File: src/include/spm_defines.svh
// constants for the spi slave and power mode controller
`ifndef SPM_DEFINES_SVH
`define SPM_DEFINES_SVH

// core clock
`define CLK_PERIOD_NS       10

// frame layout
`define FRAME_BITS          16
`define CMD_CODE_MSB        15
`define CMD_CODE_LSB        12

// control command data fields
`define CTRL_PWR_HOLD_BIT   11
`define CTRL_PROTECTED_SENSOR_SUPPLY_BIT      10
`define CTRL_OUT_MSB        7
`define CTRL_OUT_LSB        0

// config command data fields
`define CFG_SDD_BIT         0

// driver index of relay two within the driver vector
`define RELAY_TWO_IDX       1

// reset values
`define OUT_REQ_RESET       8'h00
`define PIN_SYNC_RESET      15'h4000

// timing
`define POR_DELAY_NS        5000
`define UV_FILTER_NS        1000
`define POR_DELAY_CYC       ((`POR_DELAY_NS + `CLK_PERIOD_NS - 1) / `CLK_PERIOD_NS)
`define UV_FILTER_CYC       ((`UV_FILTER_NS + `CLK_PERIOD_NS - 1) / `CLK_PERIOD_NS)

`endif

File: src/include/spm_pkg.sv
// types shared by the spi slave and power mode controller
package spm_pkg;

	typedef enum logic [2:0] {
		ST_IDLE  = 3'b001,
		ST_SHIFT = 3'b010,
		ST_APPLY = 3'b100
	} frame_state_e;

	typedef enum logic [3:0] {
		CMD_NOP  = 4'h0,
		CMD_CTRL = 4'h1,
		CMD_CFG  = 4'h2
	} cmd_code_e;

	typedef struct packed {
		logic       cs_n;
		logic       sclk;
		logic       sdi;
		logic       key;
		logic       ov;
		logic       above_por;
		logic       below_uv;
		logic [7:0] fault;
	} pin_in_s;

	typedef struct packed {
		logic       spi_error;
		logic       key_on;
		logic       overvoltage;
		logic [4:0] zero;
		logic [7:0] fault;
	} status_word_s;

endpackage

File: src/logic/pin_sync.sv
// two flip-flop synchroniser for a group of asynchronous inputs
`timescale 1ns/1ps
module pin_sync #(
	parameter int             W   = 1,
	parameter logic [W-1:0]   RST = '0
) (
	input  wire logic         ref_clk,
	input  wire logic         nrst,
	input  wire logic [W-1:0] d,
	output logic      [W-1:0] q
);
	logic [W-1:0] meta_r;

	always_ff @(posedge ref_clk or negedge nrst) begin
		if (!nrst) begin
			meta_r <= RST;
			q      <= RST;
		end else begin
			meta_r <= d;
			q      <= meta_r;
		end
	end
endmodule

File: src/logic/por_sequencer.sv
// power-on and undervoltage reset sequencer for the host reset line
`timescale 1ns/1ps
`include "spm_defines.svh"
module por_sequencer #(
	parameter int unsigned POR_CYC = `POR_DELAY_CYC,
	parameter int unsigned UV_CYC  = `UV_FILTER_CYC
) (
	input  wire logic ref_clk,
	input  wire logic nrst,
	input  wire logic restart,
	input  wire logic above_por,
	input  wire logic below_uv,
	output logic      reset_n
);
	localparam int CW = 16;

	logic [CW-1:0] por_cnt_r;
	logic [CW-1:0] uv_cnt_r;

	always_ff @(posedge ref_clk or negedge nrst) begin
		if (!nrst) begin
			por_cnt_r <= '0;
		end else if (restart || reset_n || !above_por) begin
			por_cnt_r <= '0;
		end else begin
			por_cnt_r <= por_cnt_r + CW'(1); // RQ12
		end
	end

	always_ff @(posedge ref_clk or negedge nrst) begin
		if (!nrst) begin
			uv_cnt_r <= '0;
		end else if (!reset_n || !below_uv) begin
			uv_cnt_r <= '0;
		end else if (uv_cnt_r != CW'(UV_CYC)) begin
			uv_cnt_r <= uv_cnt_r + CW'(1); // RQ13
		end
	end

	always_ff @(posedge ref_clk or negedge nrst) begin
		if (!nrst) begin
			reset_n <= 1'b0;
		end else if (restart || uv_cnt_r == CW'(UV_CYC)) begin
			reset_n <= 1'b0; // RQ13 RQ18
		end else if (!reset_n && above_por && por_cnt_r == CW'(POR_CYC - 1)) begin
			reset_n <= 1'b1; // RQ12
		end
	end
endmodule

File: src/logic/spi_power_ctrl.sv
// spi slave front end and power mode control
// Overview of operation
// (RQ1) sample serial input into receive register on each serial clock rise in frame
// (RQ2) move serial output to next status bit on each serial clock fall
// (RQ3) with chip select high ignore clock and data, output high impedance
// (RQ4) frames must hold exactly 16 clocks, otherwise set the spi error flag
// (RQ5) an invalid command code also sets the spi error flag
// (RQ6) chip select fall enables output driver and loads the status word
// (RQ7) chip select rise releases output and applies the received command
// (RQ8) host moves chip select only while serial clock is low
// (RQ9) command and status words travel most significant bit first, together
// (RQ10) status reports a healthy driver as zero and a faulty one as one
// (RQ11) battery overvoltage switches off all outputs and all regulators
// (RQ12) reset output stays low a fixed delay after supply passes power-on level
// (RQ13) supply under undervoltage level past its filter drives reset low
// (RQ14) protected sensor supply follows its enable bit written over spi
// (RQ15) key switch low and power hold clear means sleep mode
// (RQ16) key switch fall with power hold set turns off outputs only, except relay two
// (RQ17) clearing power hold while key switch is low puts the device to sleep
// (RQ18) key switch rise wakes, enables pre-regulator and starts a power-on reset
// (RQ19) key switch level is a bit of the status word
// (RQ20) only the power hold bit governs supply shutdown
// (RQ21) a frame flagged as an spi error is not applied
`timescale 1ns/1ps
`include "spm_defines.svh"
module spi_power_ctrl #(
	parameter int unsigned POR_CYC = `POR_DELAY_CYC,
	parameter int unsigned UV_CYC  = `UV_FILTER_CYC
) (
	input  wire logic        ref_clk,
	input  wire logic        nrst,
	input  wire logic        chip_select_n,
	input  wire logic        sclk_in,
	input  wire logic        sdi_in,
	output logic             sdo,
	output logic             sdo_oe,
	input  wire logic        key_switch_in,
	input  wire logic        battery_supply_ov,
	input  wire logic        vcc_above_por,
	input  wire logic        vcc_below_uv,
	input  wire logic [7:0]  driver_fault,
	output logic      [7:0]  driver_enable,
	output logic             pre_regulator_enable,
	output logic             regulators_enable,
	output logic             protected_sensor_supply,
	output logic             sleep_mode,
	output logic             spi_error,
	output logic             host_reset_n
);
	import spm_pkg::*;

	function automatic logic cmd_valid(input logic [3:0] code);
		cmd_valid = (code == CMD_NOP) || (code == CMD_CTRL) || (code == CMD_CFG);
	endfunction

	spm_pkg::pin_in_s      pins_raw;
	spm_pkg::pin_in_s      pins_s;
	spm_pkg::status_word_s status_now;
	frame_state_e          state_r;
	logic                  cs_d_r;
	logic                  sclk_d_r;
	logic [15:0]           rx_r;
	logic [15:0]           tx_r;
	logic [4:0]            bit_cnt_r;
	logic                  spi_error_r;
	logic                  power_hold_enable_r;
	logic                  protected_sensor_supply_enable_r;
	logic                  relay_two_shutdown_disable_r;
	logic [7:0]            out_req_r;
	logic                  key_d_r;
	logic                  cs_fall;
	logic                  cs_rise;
	logic                  sclk_rise;
	logic                  sclk_fall;
	logic                  frame_ok;
	logic                  sleep_now;
	logic                  regs_on;
	logic [7:0]            keep_mask;
	logic                  key_rise;
	logic [3:0]            rx_code;

	assign pins_raw = '{cs_n: chip_select_n, sclk: sclk_in, sdi: sdi_in,
		key: key_switch_in, ov: battery_supply_ov, above_por: vcc_above_por,
		below_uv: vcc_below_uv, fault: driver_fault};

	pin_sync #(
		.W   ($bits(pin_in_s)),
		.RST (`PIN_SYNC_RESET)
	) u_pin_sync (
		.ref_clk (ref_clk),
		.nrst    (nrst),
		.d       (pins_raw),
		.q       (pins_s)
	);

	always_ff @(posedge ref_clk or negedge nrst) begin
		if (!nrst) begin
			cs_d_r   <= 1'b1;
			sclk_d_r <= 1'b0;
			key_d_r  <= 1'b0;
		end else begin
			cs_d_r   <= pins_s.cs_n;
			sclk_d_r <= pins_s.sclk;
			key_d_r  <= pins_s.key;
		end
	end

	assign cs_fall   = cs_d_r && !pins_s.cs_n;
	assign cs_rise   = !cs_d_r && pins_s.cs_n;
	assign sclk_rise = !sclk_d_r && pins_s.sclk;
	assign sclk_fall = sclk_d_r && !pins_s.sclk;
	assign key_rise  = !key_d_r && pins_s.key;
	assign rx_code   = rx_r[`CMD_CODE_MSB:`CMD_CODE_LSB];
	assign frame_ok  = (bit_cnt_r == 5'(`FRAME_BITS)) && cmd_valid(rx_code); // RQ4 RQ5

	// status word: faults are one, healthy drivers zero
	assign status_now = '{spi_error: spi_error_r, key_on: pins_s.key, // RQ19
		overvoltage: pins_s.ov, zero: 5'h00, fault: pins_s.fault}; // RQ10

	// frame sequencing; the host keeps the clock low around chip select edges
	always_ff @(posedge ref_clk or negedge nrst) begin
		if (!nrst) begin
			state_r <= ST_IDLE;
		end else begin
			case (state_r)
				ST_IDLE: begin
					if (cs_fall) begin
						state_r <= ST_SHIFT; // RQ8
					end
				end
				ST_SHIFT: begin
					if (cs_rise) begin
						state_r <= ST_APPLY;
					end
				end
				ST_APPLY: begin
					state_r <= ST_IDLE;
				end
				default: begin
					state_r <= ST_IDLE;
				end
			endcase
		end
	end

	// receive side and clock count, only inside a frame
	always_ff @(posedge ref_clk or negedge nrst) begin
		if (!nrst) begin
			rx_r      <= 16'h0000;
			bit_cnt_r <= 5'h00;
		end else if (state_r == ST_IDLE && cs_fall) begin
			bit_cnt_r <= 5'h00;
		end else if (state_r == ST_SHIFT && sclk_rise) begin
			rx_r <= {rx_r[14:0], pins_s.sdi}; // RQ1 RQ9
			if (bit_cnt_r != 5'h1F) begin
				bit_cnt_r <= bit_cnt_r + 5'h01; // RQ4
			end
		end
	end

	// transmit side and output driver
	always_ff @(posedge ref_clk or negedge nrst) begin
		if (!nrst) begin
			tx_r   <= 16'h0000;
			sdo    <= 1'b0;
			sdo_oe <= 1'b0;
		end else if (state_r == ST_IDLE && cs_fall) begin
			tx_r   <= status_now; // RQ6
			sdo    <= status_now[15]; // RQ9
			sdo_oe <= 1'b1; // RQ6
		end else if (state_r == ST_SHIFT && cs_rise) begin
			sdo_oe <= 1'b0; // RQ7
		end else if (state_r == ST_SHIFT && sclk_fall) begin
			tx_r <= {tx_r[14:0], 1'b0};
			sdo  <= tx_r[14]; // RQ2
		end else if (state_r != ST_SHIFT) begin
			sdo_oe <= 1'b0; // RQ3
		end
	end

	// error flag: set on a bad frame, cleared once loaded into a status word
	always_ff @(posedge ref_clk or negedge nrst) begin
		if (!nrst) begin
			spi_error_r <= 1'b0;
		end else if (state_r == ST_APPLY && !frame_ok) begin
			spi_error_r <= 1'b1; // RQ4 RQ5
		end else if (state_r == ST_IDLE && cs_fall) begin
			spi_error_r <= 1'b0;
		end
	end

	// command apply at the end of a clean frame
	always_ff @(posedge ref_clk or negedge nrst) begin
		if (!nrst) begin
			power_hold_enable_r          <= 1'b0;
			protected_sensor_supply_enable_r               <= 1'b0;
			relay_two_shutdown_disable_r <= 1'b0;
			out_req_r                    <= `OUT_REQ_RESET;
		end else if (state_r == ST_APPLY && frame_ok) begin // RQ7 RQ21
			if (rx_code == CMD_CTRL) begin
				power_hold_enable_r <= rx_r[`CTRL_PWR_HOLD_BIT]; // RQ20
				protected_sensor_supply_enable_r      <= rx_r[`CTRL_PROTECTED_SENSOR_SUPPLY_BIT]; // RQ14
				out_req_r           <= rx_r[`CTRL_OUT_MSB:`CTRL_OUT_LSB];
			end else if (rx_code == CMD_CFG) begin
				relay_two_shutdown_disable_r <= rx_r[`CFG_SDD_BIT];
			end
		end
	end

	assign sleep_now = !pins_s.key && !power_hold_enable_r; // RQ15 RQ17 RQ20
	assign regs_on   = !sleep_now && !pins_s.ov; // RQ11 RQ18
	assign keep_mask = (relay_two_shutdown_disable_r && power_hold_enable_r)
		? 8'(1 << `RELAY_TWO_IDX) : 8'h00;

	// power mode outputs
	always_ff @(posedge ref_clk or negedge nrst) begin
		if (!nrst) begin
			sleep_mode              <= 1'b0;
			pre_regulator_enable    <= 1'b0;
			regulators_enable       <= 1'b0;
			protected_sensor_supply <= 1'b0;
			driver_enable           <= 8'h00;
			spi_error               <= 1'b0;
		end else begin
			sleep_mode              <= sleep_now; // RQ15 RQ17
			pre_regulator_enable    <= regs_on; // RQ18
			regulators_enable       <= regs_on; // RQ11
			protected_sensor_supply <= regs_on && protected_sensor_supply_enable_r; // RQ14
			spi_error               <= spi_error_r;
			if (!regs_on) begin
				driver_enable <= 8'h00; // RQ11
			end else if (pins_s.key) begin
				driver_enable <= out_req_r;
			end else begin
				driver_enable <= out_req_r & keep_mask; // RQ16
			end
		end
	end

	por_sequencer #(
		.POR_CYC (POR_CYC),
		.UV_CYC  (UV_CYC)
	) u_por (
		.ref_clk   (ref_clk),
		.nrst      (nrst),
		.restart   (key_rise || sleep_now),
		.above_por (pins_s.above_por),
		.below_uv  (pins_s.below_uv),
		.reset_n   (host_reset_n)
	);
endmodule

File: config.mk
export PLATFORM = sky130hd
export DESIGN_NAME = spi_power_ctrl
export DESIGN_NICKNAME = d
export VERILOG_FILES = /design/src/include/spm_pkg.sv /design/src/logic/pin_sync.sv /design/src/logic/por_sequencer.sv /design/src/logic/spi_power_ctrl.sv
export VERILOG_INCLUDE_DIRS = /design/src /design/src/include
export SDC_FILE = /design/constraint.sdc
export NUM_CORES = 1
export LEC_CHECK = 0
export BUFFER_PORTS_ARGS = -buffer_cell sky130_fd_sc_hd__buf_2
export CORE_MARGIN = 2
export CORE_UTILIZATION = 50
export DETAILED_ROUTE_END_ITERATION = 8
export PLACE_DENSITY = 0.68
export SETUP_SLACK_MARGIN = 0.05
export SYNTH_ARGS = -nofsm -noshare
export SYNTH_HDL_FRONTEND = slang
export SYNTH_SLANG_ARGS = --single-unit
File: constraint.sdc
create_clock -name ref_clk -period 3.4 [get_ports ref_clk]
set_clock_uncertainty 0.15 [all_clocks]
set_input_delay 0.68 -clock ref_clk [delete_from_list [all_inputs] [get_ports ref_clk]]
set_output_delay 0.68 -clock ref_clk [all_outputs]
set_load 0.1 [all_outputs]
### After elaboration in Yosys (flattened, before gate mapping)

Cells that the tools add are included.
Widths: inputs -> output; s select.

* divide/modulo/power cells: 0
* shift operators: 0
* reductions and logical operators: 53
* bitwise operators: 3
* muxes and demuxes: 26
* add/sub/neg operators: 3
* multipliers: 0
* equality and inequality tests: 15
* magnitude comparators: 0

Operator list (count)
* $mux 16: 3
* $mux 15: 3
* $add 16x1->16 const B: 2
* $logic_and 1x1->1: 18
* $eq 16x7->1 const B: 1
* $eq 16x9->1 const B: 1
* $mux 8: 2
* $ne 16x7->1 const B: 1
* $mux 5: 3
* $logic_not 1->1: 13
* $reduce_and 2->1: 6
* $reduce_bool 2->1: 6
* $mux 1: 11
* $and 8x2->8: 1
* $logic_or 1x1->1: 7
* $mux 3: 2
* $ne 2x2->1 const B: 3
* $pmux 3 s2: 1
* $add 5x1->5 const B: 1
* $eq 5x5->1 const B: 1
* $ne 5x5->1 const B: 1
* $eq 4x1->1 const B: 1
* $eq 4x2->1 const B: 1
* $logic_not 4->1: 1
* other kinds (9): 10

* logic and storage cells: 124
* latch bits: 0
* ROM bits: 0
* bits of input ports: 17
* flip-flop bits (word level): 131
* memories: 0
* bits in writable memories: 0

### Depth between registers and ports, before layout

* depth after elaboration: 7
* depth in mapped cells: 7
* mapped depth without buffers: 6

### Cells and area by module

From an unflattened synthesis, not the netlist that was laid out.

* cell total of the unflattened synthesis: 393
* area total of the unflattened synthesis: 5159.9 µm²

By module, submodules not included
* spi_power_ctrl: area each 2725.1 µm², times used 1, seq. area each 1704.1 µm², cells an instance 191
* por_sequencer: area each 1681.6 µm², times used 1, seq. area each 825.8 µm², cells an instance 172
* pin_sync: area each 753.2 µm², times used 1, seq. area each 753.2 µm², cells an instance 30

### Worst setup path after synthesis

Ideal clock, no wire load.

* path type: register to register
* from: register state_r[0]
* to: register tx_r[7]
* setup slack: 1.240 ns
* path buffers: 2
* arrival time: 1.882 ns
* stages on the path, launching flop included: 7
* clock period less this slack: 2.160 ns
* cells stage by stage: dfstp_2 > nor4b_2 > and2_1 > buf_2 > buf_2 > mux2_2 > mux2_1

* cells in the longest elaborated chain, start to end: 4

RTL lines
* start: declaration: line spi_power_ctrl.sv:59 `frame_state_e state_r;`
* start signal: assignment: line spi_power_ctrl.sv:123 `state_r <= ST_IDLE;`
* start signal: assignment: line spi_power_ctrl.sv:128 `state_r <= ST_SHIFT;`
* start signal: assignment: line spi_power_ctrl.sv:133 `state_r <= ST_APPLY;`
* $eq 3x1->1 or $eq 3x2->1 (tied branches): line spi_power_ctrl.sv:167, spi_power_ctrl.sv:171, spi_power_ctrl.sv:173
* $logic_and 1x1->1, on equally long branches: line spi_power_ctrl.sv:167, spi_power_ctrl.sv:171, spi_power_ctrl.sv:173
* $ne 2x2->1 (no source line) or $reduce_bool 2->1 (tied branches)
* $reduce_and 2->1 (no source line)
* end signal: assignment: line spi_power_ctrl.sv:168 `tx_r <= status_now;`
* end signal: assignment: line spi_power_ctrl.sv:174 `tx_r <= {tx_r[14:0], 1'b0};`
* end: declaration: line spi_power_ctrl.sv:63 `logic [15:0] tx_r;`

Parallel ways exist; a longest one is shown, timed or not.
A chain may end at the register's enable or synchronous reset.

### Final worst setup path

Same ends and word-level chain as after synthesis.

==> reports/results.ini <==
[timing]
tns_ns=0
setup_viol=0
fin_crit_ns=2.37
max_slew_margin_pct=42.6
worst_pin_slew_ns=0.861
fmax_mhz=422
finalCritPeriodShare_pct=69.6
report.final.slew_viol_count=0
rsz0062_at_grt=false
hold_viol=0

[routing]
drt_iter0_markers=145
viasPerCell=5.27
via_count=3125
wire_per_inst_um=14.6
wl_um=8680
firstDrtPassIters=4
postRouteAntennaNets=0
drcViolationCount=0

[synthesis]
yosys-top-cells-count=127 x dfrtp_1, 35 x mux2_2, 34 x nor2_1
syn_inst=401
synth_top_area_share_pct=60.2
synth-xor-area-share_pct=3.32
ys_seq_elements=131
synth_most_common_cell=dfrtp_1
synth_top_family_by_area=simple AND/OR/NAND/NOR gates
synth-simple-area-share_pct=15.1
synthTopCellsByArea=dfrtp_1 60%, mux2_2 7.5%, mux2_4 2.8%
synth_compound_area_share_pct=3.37
netlist_area_mm2=0.00528
syn_area_per_cell_um2=13.2
synth.area.mux_share_pct=12.7
synth_nets=424
synth-seq-area-share_pct=62.2
ys_async_sr_fraction_pct=100
yosys.area_share.adder_pct=1.42
synth_cell_types=50
synth_area_leader_cell=dfrtp_1
yosys_warnings=0
synth_edf_count=0
synthFlopType=dfrtp_1

[finish]
nNetsFinal=467
design_area_mm2=0.00618
insertedDiodeCount=0
area_delta_synth_final_pct=17.1
drive_gt1_share_pct=26.7

[setup_path]
path_class=reg -> reg
cp_max_fo=14
cp_num_buf_inv=0
cpPeakStageDelay_ns=0.58
arrival_ns=2.61
crit_chain=nor4b_2 > and2_1 > mux2_2 > mux2_1
cpMaxStageDelayCell=dfstp_2
crit_path_start_kind=register
critical-path-top-delay-family=simple AND/OR/NAND/NOR gates
critPathCaptureType=register
cp.required_ns=3.65

[global_routing]
grt_pass1_vias=3121
grt_pass1_wl_um=15100
grt_start_max_net_pins=65
grt_util_all_layers_pct=17.3
globalRouteOverflowTotal=0
grt_antenna_before_repair=0

[clock_tree]
cts_resized=0
cts_buffer_depth=2
clkTransAtPathRegs_ns=0.06
cts_buffers=17
tritoncts=built
cts_setup_buffers=0
cts_root_buf=clkbuf_8
insertion_delay_ns=0.52
hold_buffers=0
cts.sinks=131
htree_num_levels=4

[die]
coreArea_mm2=0.0103
die_w_um=107
top_level_ports=33
die-area_mm2=0.0114
die_h_um=107
rows=37
initial_core_util_pct=51.4

[placement]
post_dp_cell_area_mm2=0.00558
port_buffers=32
dp_hpwl_um=5630
place_congestion=0.765

[run_status]
status=completed

[power]
pwr_density_cell_mw_per_mm2=630
p_leak_nw=2.87
ir_drop_mv=0.474
total_power_mw=3.90

[worst_hold_path]
holdCritPathClass=in -> async

[job]
maxCapViolCount=0

metal layers:
metal,global-route usage (%),vias to the layer above,wire length (um)
li1,-,1492,-
met5,0,-,0
met4,7.24,0,164
met3,5.90,17,358
met2,25.3,62,4080
met1,23.7,1554,4070
worst register-to-register path: stages, from the launching register on:
cell and delay (ns):
dfstp_2 0.58, nor4b_2 0.28, and2_1 0.53, mux2_2 0.41
mux2_1 0.30
per-stage QoR:
stage | util, % | setup WS, ns | hold WS (ns) | std cells
6_report | 60.2 | 1.03 | 0.00402 | 593
5_1_grt | 60.2 | 0.876 | 0.0447 | 593
4_1_cts | 60.2 | 1.03 | 0.0199 | 593
3_5_place_dp | 54.2 | 1.05 | 0.185 | 561
3_3_place_gp | 54.2 | 1.12 | 0.184 | 561
2_1_floorplan | - | 1.24 | 0.181 | 401
where the power goes:
part	switching, mW	total (mW)	internal [mW]
Clock	0.629	1.85	1.22
Sequential	0.0620	1.74	1.68
Combinational	0.170	0.308	0.138
cell families (layout without fill, tap and decap cells):
group | after synthesis | in the layout
multiplexers | 57 | 57
adder cells (fa/ha/maj) | 6 | 6
XOR/XNOR | 20 | 20
AO/OA/AOI/OAI | 29 | 29
AND/OR/NAND/NOR | 140 | 140
flip-flops | 131 | 131
buffers and inverters | 18 | 74
layout by cell type, fill, tap and decap left out, types with 4 or more instances in the layout:
cell type / n
mux2i_1: 6
a21oi_1: 10
mux2_1: 6
nand3_1: 12
nand2b_1: 4
bufinv_16: 4
nand4_1: 8
mux2_2: 35
buf_2: 31
dfrtp_1: 127
dfstp_2: 4
nand2_1: 18
clkbuf_16: 16
xnor2_1: 11
nor3b_1: 5
and2_1: 18
ha_1: 6
and4_1: 4
or3_1: 7
nor2_1: 34
o21ai_0: 9
xor2_1: 9
clkinv_2: 6
inv_1: 7
mux2_4: 10
nor4_1: 7
flip-flops by register name (all words and copies together) (netlist names), 3 cells and up:
signal and cells:
u_por.uv_cnt_r 16, u_pin_sync.q 15, bit_cnt_r 5, state_r 3, tx_r 15, rx_r 16
u_pin_sync.meta_r 15, driver_enable 8, out_req_r 8, u_por.por_cnt_r 16
worst paths after layout:
kind                                           start                     to  slack [ns]  cells past startpoint
min in group ref_clk                   chip_select_n  u_pin_sync.meta_r[14]        0.11                      1
worst min-delay path                            nrst      u_por.uv_cnt_r[1]       0.004                      1
worst max-delay path                      state_r[0]                tx_r[7]        1.03                      4
worst min register to register  u_pin_sync.meta_r[4]        u_pin_sync.q[4]        0.20                      0
max in group asynchronous                       nrst  u_pin_sync.meta_r[14]        2.31                      2
worst max register to register            state_r[0]                tx_r[7]        1.03                      4
final cells by class:
class,count,area (um2)
Multi-Input combinational cell,252,1900
Tap cell,136,170
Inverter,7,26.3
Timing Repair Buffer,35,198
Sequential cell,131,3280
Fill cell,814,4100
Clock buffer,21,449
Clock inverter,11,158
No activity file was read; power rests on OpenSTA's default activity.
